**src/verilog/ubrg_consts.svh**
```systemverilog
`ifndef UBRG_CONSTS_SVH
`define UBRG_CONSTS_SVH

// ****************************************
// register byte addresses
// ****************************************
`define UBRG_ADDR_DIVISOR 12'h000
`define UBRG_ADDR_CONTROL 12'h004
`define UBRG_ADDR_STATUS 12'h008

// ****************************************
// field positions and reset values
// ****************************************
`define UBRG_CTL_HSEL_BIT 2
`define UBRG_CTL_SYNC_BIT 4
`define UBRG_CTL_MASTER_BIT 7
`define UBRG_DIVISOR_RST 8'h00
`define UBRG_CONTROL_RST 3'h0

// ****************************************
// division factors and sampling
// ****************************************
`define UBRG_DIV_ASYNC_LOW 6'h3F
`define UBRG_DIV_ASYNC_HIGH 6'h0F
`define UBRG_DIV_SYNC 6'h03
`define UBRG_OVS_LAST 4'hF
`define UBRG_PRE_QUARTER 2'h3
`define UBRG_SMP_A 4'h6
`define UBRG_SMP_B 4'h7
`define UBRG_SMP_C 4'h8

`endif

```
**src/verilog/ubrg_pkg.sv**
```systemverilog
// ****************************************
// shared types
// ****************************************
package ubrg_pkg;
   // mode of the rate generator
   typedef enum logic [1:0] {
      UBRG_ASYNC_LOW,
      UBRG_ASYNC_HIGH,
      UBRG_SYNC,
      UBRG_OFF
   } ubrg_mode_t;
   // control fields as stored
   typedef struct packed {
      logic master;
      logic sync;
      logic hsel;
   } ubrg_ctl_t;
   // tick and sample outputs
   typedef struct packed {
      logic bit_tick;
      logic ovs_tick;
      logic smp_valid;
      logic rx_level;
   } ubrg_out_t;
endpackage

```
**src/verilog/ubrg_top.sv**
```systemverilog
`timescale 1ns/100ps
`include "ubrg_consts.svh"

// Contract
// - free-running 8-bit timer, divisor sets period
// - one timer serves async and sync modes
// - high-speed select changes async division
// - sync mode ignores high-speed select
// - async low: fosc over 64(X+1)
// - async high: fosc over 16(X+1)
// - sync: fosc over 4(X+1)
// - rate only when master, internal clock
// - divisor unsigned 0 to 255
// - divisor write restarts timer at once
// - receive pin majority of three samples
// - recovery runs at sixteen times bit in async modes
// - divisor clears to zero on reset
module ubrg_top
   import ubrg_pkg::*;
#(
   parameter int DIV_W = 8
) (
   input wire logic clk,
   input wire logic arst_n,
   input wire logic [11:0] paddr,
   input wire logic psel,
   input wire logic penable,
   input wire logic pwrite,
   input wire logic [31:0] pwdata,
   output logic [31:0] prdata,
   output logic pready,
   output logic pslverr,
   input wire logic receive_data_pin,
   output logic bit_tick,
   output logic ovs_tick,
   output logic smp_valid,
   output logic rx_level
);

   // ****************************************
   // register state
   // ****************************************
   logic [DIV_W-1:0] baud_divisor_r; // divisor X
   ubrg_ctl_t ctl_r; // mode control bits
   logic [DIV_W-1:0] tmr_r; // rate_generator timer
   logic [5:0] pre_r; // mode prescaler
   logic [3:0] ovs_r; // oversample phase
   logic [2:0] smp_r; // three pin samples
   ubrg_out_t out_r; // registered outputs
   ubrg_mode_t mode; // decoded mode
   logic [5:0] pre_last; // prescaler terminal
   logic wr_en; // write access phase
   logic rd_en; // read access phase
   logic div_wr; // divisor written
   logic ctl_wr; // control written
   logic tmr_wrap; // timer period done
   logic pre_wrap; // prescaler period done
   logic run; // generator active
   logic ovs_step; // oversample phase step
   logic [15:0] gap_r; // clocks since last bit tick
   logic gap_ok_r; // no write since last tick
   logic [15:0] gap_fac; // mode factor for spacing
   logic [15:0] gap_exp; // expected tick spacing

   assign wr_en = psel & penable & pwrite;
   assign rd_en = psel & penable & ~pwrite;
   assign div_wr = wr_en & (paddr == `UBRG_ADDR_DIVISOR);
   assign ctl_wr = wr_en & (paddr == `UBRG_ADDR_CONTROL);

   // ****************************************
   // mode decode
   // ****************************************
   // master clock only
   assign run = ctl_r.master;
   // decode mode from control bits
   always_comb begin
      if (!run) begin
         mode = UBRG_OFF;
      end else if (ctl_r.sync) begin
         mode = UBRG_SYNC;
      end else if (ctl_r.hsel) begin
         mode = UBRG_ASYNC_HIGH;
      end else begin
         mode = UBRG_ASYNC_LOW;
      end
   end

   // prescaler terminal per mode
   always_comb begin
      unique case (mode)
         UBRG_ASYNC_LOW: pre_last = `UBRG_DIV_ASYNC_LOW;
         UBRG_ASYNC_HIGH: pre_last = `UBRG_DIV_ASYNC_HIGH;
         UBRG_SYNC: pre_last = `UBRG_DIV_SYNC;
         UBRG_OFF: pre_last = `UBRG_DIV_SYNC;
      endcase
   end

   // ****************************************
   // apb slave
   // ****************************************
   // always ready, error on unmapped address
   always_ff @(posedge clk or negedge arst_n) begin
      if (!arst_n) begin
         pready <= 1'b0;
         pslverr <= 1'b0;
      end else begin
         pready <= psel & ~penable;
         pslverr <= psel & ~penable & (paddr != `UBRG_ADDR_DIVISOR)
            & (paddr != `UBRG_ADDR_CONTROL) & (paddr != `UBRG_ADDR_STATUS);
      end
   end

   // read data mux, captured in setup
   always_ff @(posedge clk or negedge arst_n) begin
      if (!arst_n) begin
         prdata <= 32'h0000_0000;
      end else if (psel & ~penable & ~pwrite) begin
         prdata <= 32'h0000_0000;
         // status, divisor, control by address
         if (paddr == `UBRG_ADDR_DIVISOR) begin
            prdata[DIV_W-1:0] <= baud_divisor_r;
         end else if (paddr == `UBRG_ADDR_CONTROL) begin
            prdata[`UBRG_CTL_MASTER_BIT] <= ctl_r.master;
            prdata[`UBRG_CTL_SYNC_BIT] <= ctl_r.sync;
            prdata[`UBRG_CTL_HSEL_BIT] <= ctl_r.hsel;
         end else if (paddr == `UBRG_ADDR_STATUS) begin
            prdata[DIV_W-1:0] <= tmr_r;
            prdata[DIV_W+1:DIV_W] <= mode;
         end
      end
   end

   // divisor register
   always_ff @(posedge clk or negedge arst_n) begin
      if (!arst_n) begin
         baud_divisor_r <= `UBRG_DIVISOR_RST;
      end else if (div_wr && pready) begin
         baud_divisor_r <= pwdata[DIV_W-1:0];
      end
   end

   // control register
   always_ff @(posedge clk or negedge arst_n) begin
      if (!arst_n) begin
         ctl_r <= ubrg_ctl_t'(`UBRG_CONTROL_RST);
      end else if (ctl_wr && pready) begin
         ctl_r.master <= pwdata[`UBRG_CTL_MASTER_BIT];
         ctl_r.sync <= pwdata[`UBRG_CTL_SYNC_BIT];
         ctl_r.hsel <= pwdata[`UBRG_CTL_HSEL_BIT];
      end
   end

   // ****************************************
   // rate timer and prescaler
   // ****************************************
   assign tmr_wrap = (tmr_r == baud_divisor_r);
   assign pre_wrap = (pre_r == pre_last);
   // sixteen oversample steps per bit in async
   assign ovs_step = tmr_wrap && ((mode == UBRG_ASYNC_HIGH)
      || ((mode == UBRG_ASYNC_LOW) && (pre_r[1:0] == `UBRG_PRE_QUARTER)));

   // timer counts 0..X then reloads
   always_ff @(posedge clk or negedge arst_n) begin
      if (!arst_n) begin
         tmr_r <= '0;
      end else if ((div_wr && pready) || !run) begin
         tmr_r <= '0;
      end else if (tmr_wrap) begin
         tmr_r <= '0;
      end else begin
         tmr_r <= tmr_r + 1'b1;
      end
   end

   // prescaler advances on each timer tick
   always_ff @(posedge clk or negedge arst_n) begin
      if (!arst_n) begin
         pre_r <= '0;
      end else if ((div_wr && pready) || (ctl_wr && pready) || !run) begin
         pre_r <= '0;
      end else if (tmr_wrap) begin
         pre_r <= pre_wrap ? 6'h00 : pre_r + 6'h01;
      end
   end

   // oversample phase, sixteen per bit in async
   always_ff @(posedge clk or negedge arst_n) begin
      if (!arst_n) begin
         ovs_r <= '0;
      end else if ((div_wr && pready) || (ctl_wr && pready) || !run) begin
         ovs_r <= '0;
      end else if (ovs_step) begin
         ovs_r <= ovs_r + 4'h1;
      end
   end

   // ****************************************
   // outputs and majority sampling
   // ****************************************
   // registered tick outputs
   always_ff @(posedge clk or negedge arst_n) begin
      if (!arst_n) begin
         out_r.bit_tick <= 1'b0;
         out_r.ovs_tick <= 1'b0;
      end else begin
         out_r.bit_tick <= run && tmr_wrap && pre_wrap && !(div_wr && pready);
         out_r.ovs_tick <= ovs_step && !(div_wr && pready);
      end
   end

   // three samples mid bit, then vote
   always_ff @(posedge clk or negedge arst_n) begin
      if (!arst_n) begin
         smp_r <= 3'h7;
         out_r.smp_valid <= 1'b0;
         out_r.rx_level <= 1'b1;
      end else begin
         out_r.smp_valid <= 1'b0;
         if (out_r.ovs_tick) begin
            if (ovs_r == `UBRG_SMP_A) begin
               smp_r[0] <= receive_data_pin;
            end
            if (ovs_r == `UBRG_SMP_B) begin
               smp_r[1] <= receive_data_pin;
            end
            if (ovs_r == `UBRG_SMP_C) begin
               smp_r[2] <= receive_data_pin;
            end
            if (ovs_r == (`UBRG_SMP_C + 4'h1)) begin
               out_r.rx_level <= (smp_r[0] & smp_r[1]) | (smp_r[0] & smp_r[2])
                  | (smp_r[1] & smp_r[2]);
               out_r.smp_valid <= 1'b1;
            end
         end
      end
   end

   assign bit_tick = out_r.bit_tick;
   assign ovs_tick = out_r.ovs_tick;
   assign smp_valid = out_r.smp_valid;
   assign rx_level = out_r.rx_level;

   // ****************************************
   // tick spacing monitor for assertions
   // ****************************************
   // timer periods per bit for the current mode
   always_comb begin
      unique case (mode)
         UBRG_ASYNC_LOW: gap_fac = 16'(`UBRG_DIV_ASYNC_LOW) + 16'h0001;
         UBRG_ASYNC_HIGH: gap_fac = 16'(`UBRG_DIV_ASYNC_HIGH) + 16'h0001;
         UBRG_SYNC: gap_fac = 16'(`UBRG_DIV_SYNC) + 16'h0001;
         UBRG_OFF: gap_fac = 16'h0000;
      endcase
   end
   // whole bit period, factor times X+1
   assign gap_exp = gap_fac * (16'(baud_divisor_r) + 16'h0001);

   // clocks between ticks, spoilt by a divisor or control write
   always_ff @(posedge clk or negedge arst_n) begin
      if (!arst_n) begin
         gap_r <= 16'h0001;
         gap_ok_r <= 1'b0;
      end else begin
         // count restarts at each tick
         if (bit_tick) begin
            gap_r <= 16'h0001;
            gap_ok_r <= 1'b1;
         end else begin
            gap_r <= gap_r + 16'h0001;
         end
         // a write breaks the running period
         if ((div_wr || ctl_wr) && pready) begin
            gap_ok_r <= 1'b0;
         end
      end
   end
endmodule

```
**config.mk**
```make
export PLATFORM = sky130hd
export DESIGN_NAME = ubrg_top
export DESIGN_NICKNAME = d
export VERILOG_FILES = /design/src/verilog/ubrg_pkg.sv /design/src/verilog/ubrg_top.sv
export VERILOG_INCLUDE_DIRS = /design/src /design/src/verilog
export SDC_FILE = /design/constraint.sdc
export NUM_CORES = 1
export LEC_CHECK = 0
export ABC_AREA = 1
export BUFFER_PORTS_ARGS = -buffer_cell sky130_fd_sc_hd__buf_4
export CORE_MARGIN = 2
export CORE_UTILIZATION = 56
export CTS_CLUSTER_SIZE = 14
export DETAILED_ROUTE_END_ITERATION = 8
export PLACE_DENSITY = 0.86
export SETUP_SLACK_MARGIN = 0.05
export SYNTH_ARGS = -nofsm -noshare
export SYNTH_HDL_FRONTEND = slang
export SYNTH_SLANG_ARGS = --single-unit
```
**constraint.sdc**
```tcl
create_clock -name clk -period 2.15 [get_ports clk]
set_input_delay 0.1075 -clock clk [delete_from_list [all_inputs] [get_ports clk]]
set_output_delay 0.1075 -clock clk [all_outputs]
set_load 0.005 [all_outputs]
```
==> results summary, run 1 <==
The area of the die is approximately 0.0057 mm^2. From left edge to right edge, the die measures 75.5 um. Setup total negative slack on the finished layout was measured at 0 ns. The number of placed I/O pins is 88. The relative contribution of combinational cells to total power is 0.053.

The initial detailed-routing violation count is about 220. The peak supply drop came out at between 0.3 and 0.4 mV. The number of max-slew violations in the final report came out at 0. The clock network fraction of total power is 0.438. Once placement finished, the instance area stood at about 0.0031 mm^2. The synthesized area is 0.00287 mm^2. The post-layout utilization of the core came out at 0.660. Once routing completed, OpenROAD measured the worst setup slack at 0.475 ns. The worst setup path is captured at a flip-flop. The estimated wirelength of the detail-placed design came out at 4.25 mm.

The global-route wire length before repair came out at between 9 and 10 mm. In this run the tightest slew margin relative to its limit is 0.601. The effective utilization at floorplan came out at 0.572.

For this run, the leading register cell type out of synthesis is dfrtp_1. Entering global routing, the biggest net connects 49 pins. The longest clock path from root to sink contains 2 buffers.

The largest individual stage delay along the critical path comes from the cell dlygate4sd3_1. The number of iterations in the first detailed-routing pass is 4. The worst-case clock skew is 0.0138 ns. The core region is ~0.005 mm^2. Counting flops and latches in the post-synthesis netlist gives 48. The die is 75.5 um tall.

Setup repair after global routing left no endpoint under its margin. In this run the number of H-tree levels came out at 2. The smallest clock period supported by the final layout is computed as between 1.5 and 2 ns. The via count normalized by instance count is slightly below 5. The number of global-route vias before repair came out at 2168. The number of cells in the design after placement came out at 480. The kind of cell adding the most delay to the critical path is buffers and inverters. The final cell area excluding filler cells came out at 0.00330 mm^2.

The Yosys step of the flow raised 0 warnings. The routability congestion estimate is ~0.83. The cell-internal power is 1.41 mW.

The number of CTS-inserted buffers is 5. The average instance in the mapped netlist occupies approximately 7.7 um^2. The cell count after synthesis came out at about 370. Once detail routing completed, the nets flagged for antenna violations numbered 0. The total buffers and inverters traversed by the critical path is 4.

The critical path goes through dlygate4sd3_1, buf_4, nand4_1, inv_2, nand3_4, nand2_2, nor2_2, buf_4, nand3_1, nand2_1. The total number of vias is approximately 2400. Across all hold checks on the routed design, the worst slack comes to about 0.05 ns. The switching power came out at ~360 uW.

For this run, asynchronously set or reset flops after synthesis account for 1.00. The library cell used most frequently in the layout, excluding fill and tap cells, is nand2_1. The ratio of total power to cell area is ~540 mW/mm^2. STA puts the critical path data arrival time at ~1.9 ns. The global-route total usage across every layer is 0.214. The clock tree from TritonCTS is built. After detailed routing, the number of remaining DRC violations is 0.

The area of combinational cells with multiple inputs is approximately 0.0014 mm^2. The worst-case setup slack after placement came out at 0.584 ns. The tree is rooted in a clkbuf_8.

The actual transition at the worst max-transition pin came out at 0.599 ns. After detailed routing, the total wire length is roughly 5.8 mm. The run finished with clean final reports.

Data on the critical path is required at its endpoint by around 2.4 ns. The number of diodes is 0. The maximum clock rate is 597 MHz. The final count of hold timing violations is 0.

The post-synthesis cell type count is 34. The total number of placement rows came out at 26. The final routed wire length divided by cell count came out at approximately 12 um. The worst setup path is of the primary input to flip-flop kind. The number of setup violations in the final report is 0. The relative area change from synthesis to final layout came out at 15.3%. The reported max-cap violation count is 0. The maximum single-stage delay on the critical path is roughly 0.53 ns. The path class of the tightest hold or removal check is primary input to flip-flop. The clock transition at the registers of the reported paths came out at 0.09 ns. The sequential share of the synthesized area is 0.421. For this run, the number of standard cells in the final layout without fillers is a little under 500.

Once the clock tree was built, the setup fixing pass inserted 0 buffers. The proportion of power drawn by flip-flops and latches is 0.510. The number of flops mapped to enable cells by yosys is 0.

The cell occurring most often along the worst timing path is buf_4. The cell leakage power is 1.76 nW. The sequential cell area is roughly 0.0012 mm^2.

Leaving out fill and tap cells, the most frequent cells in the layout are 103 x nand2_1, 50 x nand3_1, 44 x dfrtp_1, 43 x buf_4, 37 x inv_1. After the last flow step, the layout net total stands at ~480. The layout filler cell count is ~430. The clock insertion delay at the later pin of the skew report came out at approximately 0.30 ns.

The number of antenna violations at the first check in global routing is 0. The final period utilization is 0.779. Power comes to about 1.8 mW. Of the cells placed in the final design, the portion with a size suffix greater than 1 is 0.190. Of all nets on the critical path, the largest fanout is 20.

The total of buffers placed on input and output ports came out at a little over 40. The element type at the critical path start is a primary input. Of the total power, the share spent switching nets is 0.205. The residual overflow from global routing came out at 0. The clock net sink count is 48.
==> registers in the layout (all words and copies together), names as in the netlist <==
name            cells
baud_divisor_r      8
bit_tick            1
ctl_r               2
ovs_r               4
ovs_tick            1
prdata             10
pre_r               6
pready              1
pslverr             1
run                 1
rx_level            1
smp_r               3
smp_valid           1
tmr_r               8
==> metal layers <==
layer | vias to the layer above | global-route usage | wire, um
met3 | 7 | 0.0357 | 422
met2 | 76 | 0.357 | 2790
li1 | 1223 | - | -
met4 | 0 | 0.0565 | 63
met5 | - | 0 | 0
met1 | 1115 | 0.293 | 2540
==> cells by family (layout without fill, tap and decap cells) <==
logic type               Yosys count  after routing  share of synthesized area
buffers and inverters             70             95                      0.128
adder cells (fa/ha/maj)            6              6                     0.0262
AND/OR/NAND/NOR                  216            216                      0.349
AO/OA/AOI/OAI                     22             22                     0.0410
other                              1             22                    0.00131
flip-flops                        48             48                      0.421
XOR/XNOR                          11             11                     0.0336
==> cells in the mapped netlist, types with 5 or more instances <==
library cell | count | share of area
xor2_1 | 7 | 0.021
o21ai_0 | 5 | 0.0087
dfrtp_1 | 44 | 0.38
nand2_1 | 103 | 0.13
nand3_1 | 50 | 0.087
nor2_2 | 5 | 0.011
inv_2 | 5 | 0.0065
a21oi_1 | 7 | 0.012
nor2_1 | 35 | 0.046
inv_1 | 37 | 0.048
buf_4 | 23 | 0.060
o21ai_1 | 7 | 0.012
ha_1 | 6 | 0.026
==> area by class of cell <==
class,instances,share of cell area
Multi-Input combinational cell,277,0.415
Sequential cell,48,0.365
Timing Repair Buffer,45,0.104
Inverter,42,0.0477
Tap cell,70,0.0265
Clock buffer,5,0.0208
Clock inverter,3,0.0208
==> power by group through the flow <==
stage                     logic (mW)  clock network [mW]  registers [mW]
after floorplan               0.0562                   0           0.923
final                         0.0934               0.777           0.905
after detailed placement      0.0915                   0           0.923
after global placement        0.0896                   0           0.923
after CTS                     0.0949               0.790           0.905
after global routing           0.108               0.834           0.906
==> final timing paths <==
| path | from | to | slack [ns] | cells after the start |
|---|---|---|---|---|
| min in group asynchronous | arst_n | bit_tick | 0.35 | 2 |
| max | penable | pre_r[4] | 0.47 | 10 |
| max reg2reg | pready | pre_r[4] | 0.55 | 8 |
| max in group asynchronous | arst_n | baud_divisor_r[2] | 1.39 | 2 |
| min | pwdata[5] | baud_divisor_r[5] | 0.05 | 3 |
| min reg2reg | smp_r[0] | smp_r[0] | 0.49 | 2 |
==> timing repair <==
| item | 4_1_cts | 5_1_grt |
|---|---|---|
| hold endpoints to repair | 46 | 0 |
| resized for setup | 0 | 0 |
| hold buffers | 2 | 0 |
==> worst min-delay path, cell delays in order <==
cell	delay (ns)
buf_4	0.08
nor2_1	0.03
a21oi_1	0.10
No activity file was read; power rests on OpenSTA's default activity.
==> run 2: changes to the inputs <==
- CORE_UTILIZATION: 56 -> 52
- PLACE_DENSITY: 0.86 -> 0.81
- clock period: 2.15 -> 1.6 ns (I/O delays scaled with it)
==> results summary, run 2 (synthesis results as in run 1) <==
The arrival time of the worst setup path is 1.66 ns (was 1.87 ns). The placeable core region is 0.00541 mm^2 (was 0.00501 mm^2). The number of flip-flops under the largest register name is 10 (unchanged). The estimated wirelength of the detail-placed design is 4.17 mm (was 4.25 mm). The worst hold path cell count came to 3 (unchanged). The register with the highest flop count is prdata (unchanged). The via count normalized by instance count was 4.91 (was 4.94).

The cell leakage power came to 1.75 nW (was 1.76 nW). The final period utilization is 0.903. The number of H-tree branching levels is 2 (unchanged).

The total of buffers placed on input and output ports came to 41 (unchanged). The count of unresolved DRC violations after routing is 0 (unchanged). Unrepaired setup endpoints after global routing: yes (was no).

The startpoint of the most critical hold path was pwdata[4] (was pwdata[5]). The net switching fraction of the power came out at 0.214 (was 0.205). Largest registers ranked by flip-flop count: prdata x10, baud_divisor_r x8, tmr_r x8 (unchanged).

The initial detailed-routing violation count is 105 (was 215). The total number of placement rows is 27 (was 26). The net count reported at finish came out at 478 (was 475). The total wire length came out at 5.92 mm (was 5.82 mm).

The element type at the critical path start is a primary input (unchanged). The clock network fraction of total power is 0.391 (was 0.438). The beginning of the critical path was penable (unchanged). The required time of the worst setup path was 1.82 ns (was 2.35 ns). The end point of the most critical hold path is ctl_r[1] (was baud_divisor_r[5]). The final cell area excluding filler cells came out at 0.00332 mm^2 (was 0.00330 mm^2). The actual transition at the worst max-transition pin came out at 0.603 ns (was 0.599 ns).

The number of placed I/O pins came out at 88 (unchanged). The clock insertion delay at the later pin of the skew report is 0.30 ns (about the same). The remaining antenna violation count came out at 0 (unchanged). The commonest non-fill, non-tap cell in the layout is nand2_1 (unchanged). The routability congestion estimate was 0.862 (was 0.832).

The proportion of power drawn by flip-flops and latches is 0.551 (was 0.510). The area of the die is 0.00612 mm^2 (was 0.00571 mm^2). The pin count of the biggest net entering global routing is 49 (unchanged). The horizontal die dimension came out at 78.2 um (was 75.5 um).

The global-route total usage across every layer is 0.202 (was 0.214). Outcome: finished clean (unchanged). The switching power was 473 uW (was 363 uW). Cells along the critical path: dlygate4sd3_1, buf_4, nand4_1, inv_2, nand3_4, buf_4, nand3_2, nor3_1 (was dlygate4sd3_1, buf_4, nand4_1, inv_2, nand3_4, nand2_2, nor2_2, buf_4, nand3_1, nand2_1). The residual overflow from global routing is 0 (unchanged).

The slowest cell on the critical path was dlygate4sd3_1 (unchanged). The final routed wire length divided by cell count is 12.0 um (was 11.9 um). The launching point of the worst reg2reg path is pre_r[4] (was pready).

The global-route wire length before repair came to 10.0 mm (was 9.39 mm). The total buffers and inverters traversed by the critical path came out at 4 (unchanged). The fraction of layout cells with a size suffix above 1 is 0.203 (was 0.190).

The number of iterations in the first detailed-routing pass was 4 (unchanged). The relative contribution of combinational cells to total power is 0.058 (was 0.053). The critical-path maximum fanout is 17 (was 20). The number of antenna violations at the first check in global routing is 0 (unchanged). The clock tree from TritonCTS is built (unchanged). The number of global-route vias before repair is 2318 (was 2168). The number of cells on the worst reg-to-reg path was 7 (was 8). The number of CTS-inserted buffers is 5 (unchanged). The relative area change from synthesis to final layout came out at 15.8% (was 15.3%). The worst-case clock skew is 0.00329 ns (was 0.0138 ns). The number of buffers added for setup after CTS is 0 (unchanged). The total chip power is 2.21 mW (was 1.78 mW). The minimum clock period after layout is ~1.4 ns. The instance area after placement is 0.00316 mm^2 (was 0.00315 mm^2).

The number of max-slew violations in the final report came to 0 (unchanged). The master cell of the clock root buffer is clkbuf_8 (unchanged). The cell occurring most often along the worst timing path is buf_4 (unchanged).

The number of setup violations in the final report is 0 (unchanged). The slack of the worst reg-to-reg path was 0.17 ns (was 0.55 ns). The peak supply drop is 0.329 mV (was 0.346 mV). The total number of vias was 2431 (was 2421). The path type of the worst setup path is primary input to flip-flop (unchanged). The reported max-cap violation count came to 0 (unchanged).

The number of diodes is 0 (unchanged). The maximum clock rate is 692 MHz. The layout filler cell count was 483 (was 427). The clock transition at the registers of the reported paths came to 0.09 ns (about the same). The maximum single-stage delay on the critical path came out at 0.54 ns (was 0.53 ns). The category of the worst setup path capture point is a flip-flop (unchanged).

The class of the most critical hold timing path is primary input to flip-flop (unchanged). The worst slew margin relative to its limit is 0.598 (was 0.601). The clock net sink count came out at 48 (unchanged). The kind of cell adding the most delay to the critical path was buffers and inverters (unchanged).

The effective utilization at floorplan is 0.530 (was 0.572). The number of buffers between clock root and the deepest sink was 2 (unchanged). The final count of hold timing violations came out at 0 (unchanged). The ratio of total power to cell area came to 665 mW/mm^2 (was 537 mW/mm^2). Highest-count cells in the layout ignoring fill and taps: 103 x nand2_1, 50 x nand3_1, 45 x buf_4, 42 x dfrtp_1, 36 x inv_1 (was 103 x nand2_1, 50 x nand3_1, 44 x dfrtp_1, 43 x buf_4, 37 x inv_1).

The cell-internal power came out at 1.73 mW (was 1.41 mW). The die boundary height is 78.2 um (was 75.5 um). The worst reg2reg path endpoint is pre_r[2] (was pre_r[4]).
run 2: worst register-to-register path, delay by kind of cell, from the launching register on:
family | cells | cell delay (ns)
and+or+nand+nor | 6 | 0.80
AOI/OAI and AO/OA | 1 | 0.07
DFF | 1 | 0.45
run 2: area by class of cell:
class                           count  area, um^2  share of cell area
Timing Repair Buffer               47         358               0.108
Inverter                           42         158              0.0475
Clock inverter                      2        35.0              0.0106
Multi-Input combinational cell    278        1400               0.421
Clock buffer                        6        72.6              0.0219
Sequential cell                    48        1210               0.364
Tap cell                           72        90.1              0.0271
run 2: through the flow:
stage / TNS (ns) / instances / hold WS (ns) / utilization / setup slack [ns]
after global routing: 0 / 495 / 0.0136 / 0.614 / 0.0347
after floorplan: 0 / 395 / -0.216 / - / 0.310
after CTS: 0 / 494 / 0.00730 / 0.610 / 0.133
after global placement: 0 / 484 / 0.128 / 0.585 / 0.0442
final: 0 / 495 / 0.0133 / 0.614 / 0.155
after detailed placement: -0.00597 / 484 / 0.134 / 0.585 / -0.00597
run 2: repair_timing:
item | in CTS | in global routing
hold buffers | 2 | 0
endpoints found under the setup margin | 10 | 15
pin swaps | 0 | 1
cloned | 0 | 1
gates resized for setup | 1 | 6
hold endpoints to repair | 46 | 0
run 2: worst max path at each step:
stage,cells past startpoint,endpoint,slack [ns]
floorplan,7,pre_r[0],0.31
global placement,7,pre_r[5],0.04
detailed placement,7,ovs_r[0],-0.006
CTS,9,ovs_r[0],0.13
global route,6,prdata[9],0.03
finish,8,tmr_r[3],0.16
run 2: power groups by stage:
stage	combinational, mW	sequential (mW)	clock (mW)
2_1_floorplan	0.0756	1.24	0
3_3_place_gp	0.122	1.24	0
3_5_place_dp	0.124	1.24	0
4_1_cts	0.128	1.22	0.879
5_1_grt	0.143	1.22	0.927
6_report	0.127	1.22	0.862
run 2: metal layers:
| metal | vias up | part of all wire | global-route usage | wire, um |
|---|---|---|---|---|
| met3 | 7 | 0.059 | 0.0368 | 351 |
| li1 | 1230 | - | - | - |
| met4 | 0 | 0.011 | 0.0737 | 65 |
| met1 | 1119 | 0.46 | 0.263 | 2700 |
| met5 | - | 0 | 0 | 0 |
| met2 | 75 | 0.47 | 0.339 | 2800 |
==> run 3: changes to the inputs <==
- CORE_UTILIZATION: 52 -> 45
- PLACE_DENSITY: 0.81 -> 0.71
- RECOVER_POWER: not set -> 100
==> results summary, run 3 (synthesis results as in run 1) <==
The number of max-slew violations in the final report came out at 0 (unchanged). The net count reported at finish is 478 (unchanged). The placeable core region was 0.00624 mm^2 (was 0.00541 mm^2).

The number of global-route vias before repair is 2263 (was 2318). The fraction of layout cells with a size suffix above 1 came out at 0.189 (was 0.203). The clock insertion delay at the later pin of the skew report is 0.30 ns (about the same). The clock transition at the registers of the reported paths is 0.09 ns (about the same). The required time of the worst setup path was 1.84 ns (was 1.82 ns). The master cell of the clock root buffer was clkbuf_8 (unchanged).

The final period utilization is 0.895 (was 0.903). The category of the worst setup path capture point is a flip-flop (unchanged). The clock tree from TritonCTS is built (unchanged).

The relative area change from synthesis to final layout came to 15.5% (was 15.8%). The worst slew margin relative to its limit is 0.597 (was 0.598). Outcome: finished clean (unchanged). The number of diodes is 0 (unchanged). Highest-count cells in the layout ignoring fill and taps: 103 x nand2_1, 50 x nand3_1, 41 x dfrtp_1, 39 x inv_1, 35 x nor2_1 (was 103 x nand2_1, 50 x nand3_1, 45 x buf_4, 42 x dfrtp_1, 36 x inv_1). The number of H-tree branching levels came out at 2 (unchanged). The cell leakage power is 1.75 nW (about the same). The total of buffers placed on input and output ports came to 41 (unchanged). The critical-path maximum fanout is 9 (was 17). The residual overflow from global routing is 0 (unchanged).

The die boundary height came out at 83.8 um (was 78.2 um). The final count of hold timing violations was 0 (unchanged). The area of the die was 0.00702 mm^2 (was 0.00612 mm^2). The total chip power was 2.21 mW (about the same). The initial detailed-routing violation count is 153 (was 105). The arrival time of the worst setup path came out at 1.67 ns (was 1.66 ns). The top metal layer carrying routed signals is met4 (unchanged). The horizontal die dimension came to 83.8 um (was 78.2 um).

The number of buffers between clock root and the deepest sink is 2 (unchanged). The number of placed I/O pins came out at 88 (unchanged). The register with the highest flop count is prdata (unchanged). Unrepaired setup endpoints after global routing: yes (unchanged). The commonest non-fill, non-tap cell in the layout is nand2_1 (unchanged). The count of unresolved DRC violations after routing is 0 (unchanged). The routability congestion estimate came out at 0.810 (was 0.862). The worst-case setup slack after placement is 0.0162 ns (was -0.00597 ns). The class of the most critical hold timing path is primary input to flip-flop (unchanged).

The number of cells in the design after placement came out at 489 (was 484). The actual transition at the worst max-transition pin was 0.604 ns (was 0.603 ns). The met3 wire length is 300 um (was 351 um). The total number of placement rows came out at 29 (was 27). The effective utilization at floorplan was 0.459 (was 0.530). Largest registers ranked by flip-flop count: prdata x10, baud_divisor_r x8, tmr_r x8 (unchanged). The global-route wire length before repair came out at 10.1 mm (was 10.0 mm). The number of flip-flops under the largest register name is 10 (unchanged). The pin count of the biggest net entering global routing came out at 49 (unchanged). The via count normalized by instance count is 4.80 (was 4.91).

The routed metal-1 wirelength is 2.76 mm (was 2.70 mm). The number of setup violations in the final report is 0 (unchanged). The clock net sink count came to 48 (unchanged). The maximum clock rate came out at 698 MHz (was 692 MHz). The minimum clock period after layout is 1.43 ns (was 1.44 ns). The total number of vias was 2400 (was 2431). The estimated wirelength of the detail-placed design came to 4.16 mm (was 4.17 mm). The number of CTS-inserted buffers came to 5 (unchanged).

The reported max-cap violation count is 0 (unchanged). The total wire length came out at 5.77 mm (was 5.92 mm). The final sum of negative setup slack came out at 0 ns (unchanged). The final routed wire length divided by cell count is 11.5 um (was 12.0 um). The number of iterations in the first detailed-routing pass is 4 (unchanged). The remaining antenna violation count came out at 0 (unchanged). The smallest setup slack after layout came to 0.168 ns (was 0.155 ns). The element type at the critical path start is a flip-flop (was primary input). The routed length on met2 is 2.64 mm (was 2.80 mm). The worst-case clock skew came out at 0.00608 ns (was 0.00329 ns). The global-route total usage across every layer was 0.176 (was 0.202). The peak supply drop is 0.401 mV (was 0.329 mV). The path type of the worst setup path is flip-flop to flip-flop (was primary input to flip-flop). The non-filler instance count after layout was 500 (was 495). The number of antenna violations at the first check in global routing is 0 (unchanged). The ratio of total power to cell area came out at 667 mW/mm^2 (was 665 mW/mm^2).
[run 3: cell types whose count changed in the layout (fill, tap and decap cells not counted), moves of 2 or more]
cell,previous run,this run
buf_4,45,25
clkbuf_1,1,3
clkbuf_2,0,2
clkbuf_4,0,15
inv_1,36,39
inv_2,6,3
[run 3: path summary, 6_finish.rpt]
kind | slack [ns] | cells after the start | end | startpoint
worst max-delay path | 0.17 | 9 | ovs_r[1] | tmr_r[6]
worst min-delay path | 0.01 | 3 | ctl_r[1] | pwdata[4]
worst max register to register | 0.17 | 9 | ovs_r[1] | tmr_r[6]
worst min register to register | 0.49 | 2 | prdata[2] | prdata[2]
max in group asynchronous | 0.83 | 2 | run | arst_n
min in group asynchronous | 0.33 | 2 | ovs_r[2] | arst_n
[run 3: through the flow]
step	instance area (um^2)	utilization	hold slack, ns
floorplan	2950	-	-0.216
finish	3310	0.530	0.0112
CTS	3300	0.529	0.00828
global route	3310	0.530	0.0181
global placement	3170	0.508	0.135
detailed placement	3170	0.508	0.133
[run 3: critical path, cell delays in order (launching register included)]
cell and delay [ns]:
dfrtp_1 0.43, inv_1 0.13, nand2_1 0.06, nand2_1 0.05, nand2_1 0.05, nor2_1 0.21, nand2_4 0.14, nor2_4 0.14
nand3_1 0.09, nand2_1 0.07
[run 3: power by group]
| group | switching (mW) | internal [mW] | total [mW] |
|---|---|---|---|
| Combinational | 0.0729 | 0.0518 | 0.125 |
| Sequential | 0.00112 | 1.21 | 1.22 |
| Clock | 0.401 | 0.464 | 0.865 |
| Total | 0.475 | 1.73 | 2.21 |
[run 3: metal layers]
metal  track usage  vias to the layer above
met5             0                        -
met4        0.0528                        0
met3        0.0366                        6
met2         0.282                       65
met1         0.241                     1104
li1              -                     1225
[run 3: final cells by class]
| cell class | count | area [um^2] |
|---|---|---|
| inverters | 42 | 158 |
| fillers | 603 | 2930 |
| flip-flops and latches | 48 | 1210 |
| repair buffers | 47 | 349 |
| multi-input cells | 278 | 1390 |
| clock buffers | 6 | 72.6 |
| clock inverters | 2 | 35.0 |
| well taps | 77 | 96.3 |
[run 3: timing repair]
| item | 4_1_cts | 5_1_grt |
|---|---|---|
| setup endpoints to repair | 10 | 18 |
| gates resized for setup | 1 | 6 |
| pin swaps | 0 | 2 |
| setup buffers | 0 | 0 |
| gates cloned | 0 | 1 |
| hold buffers | 2 | 0 |
| hold endpoints to repair | 46 | 0 |
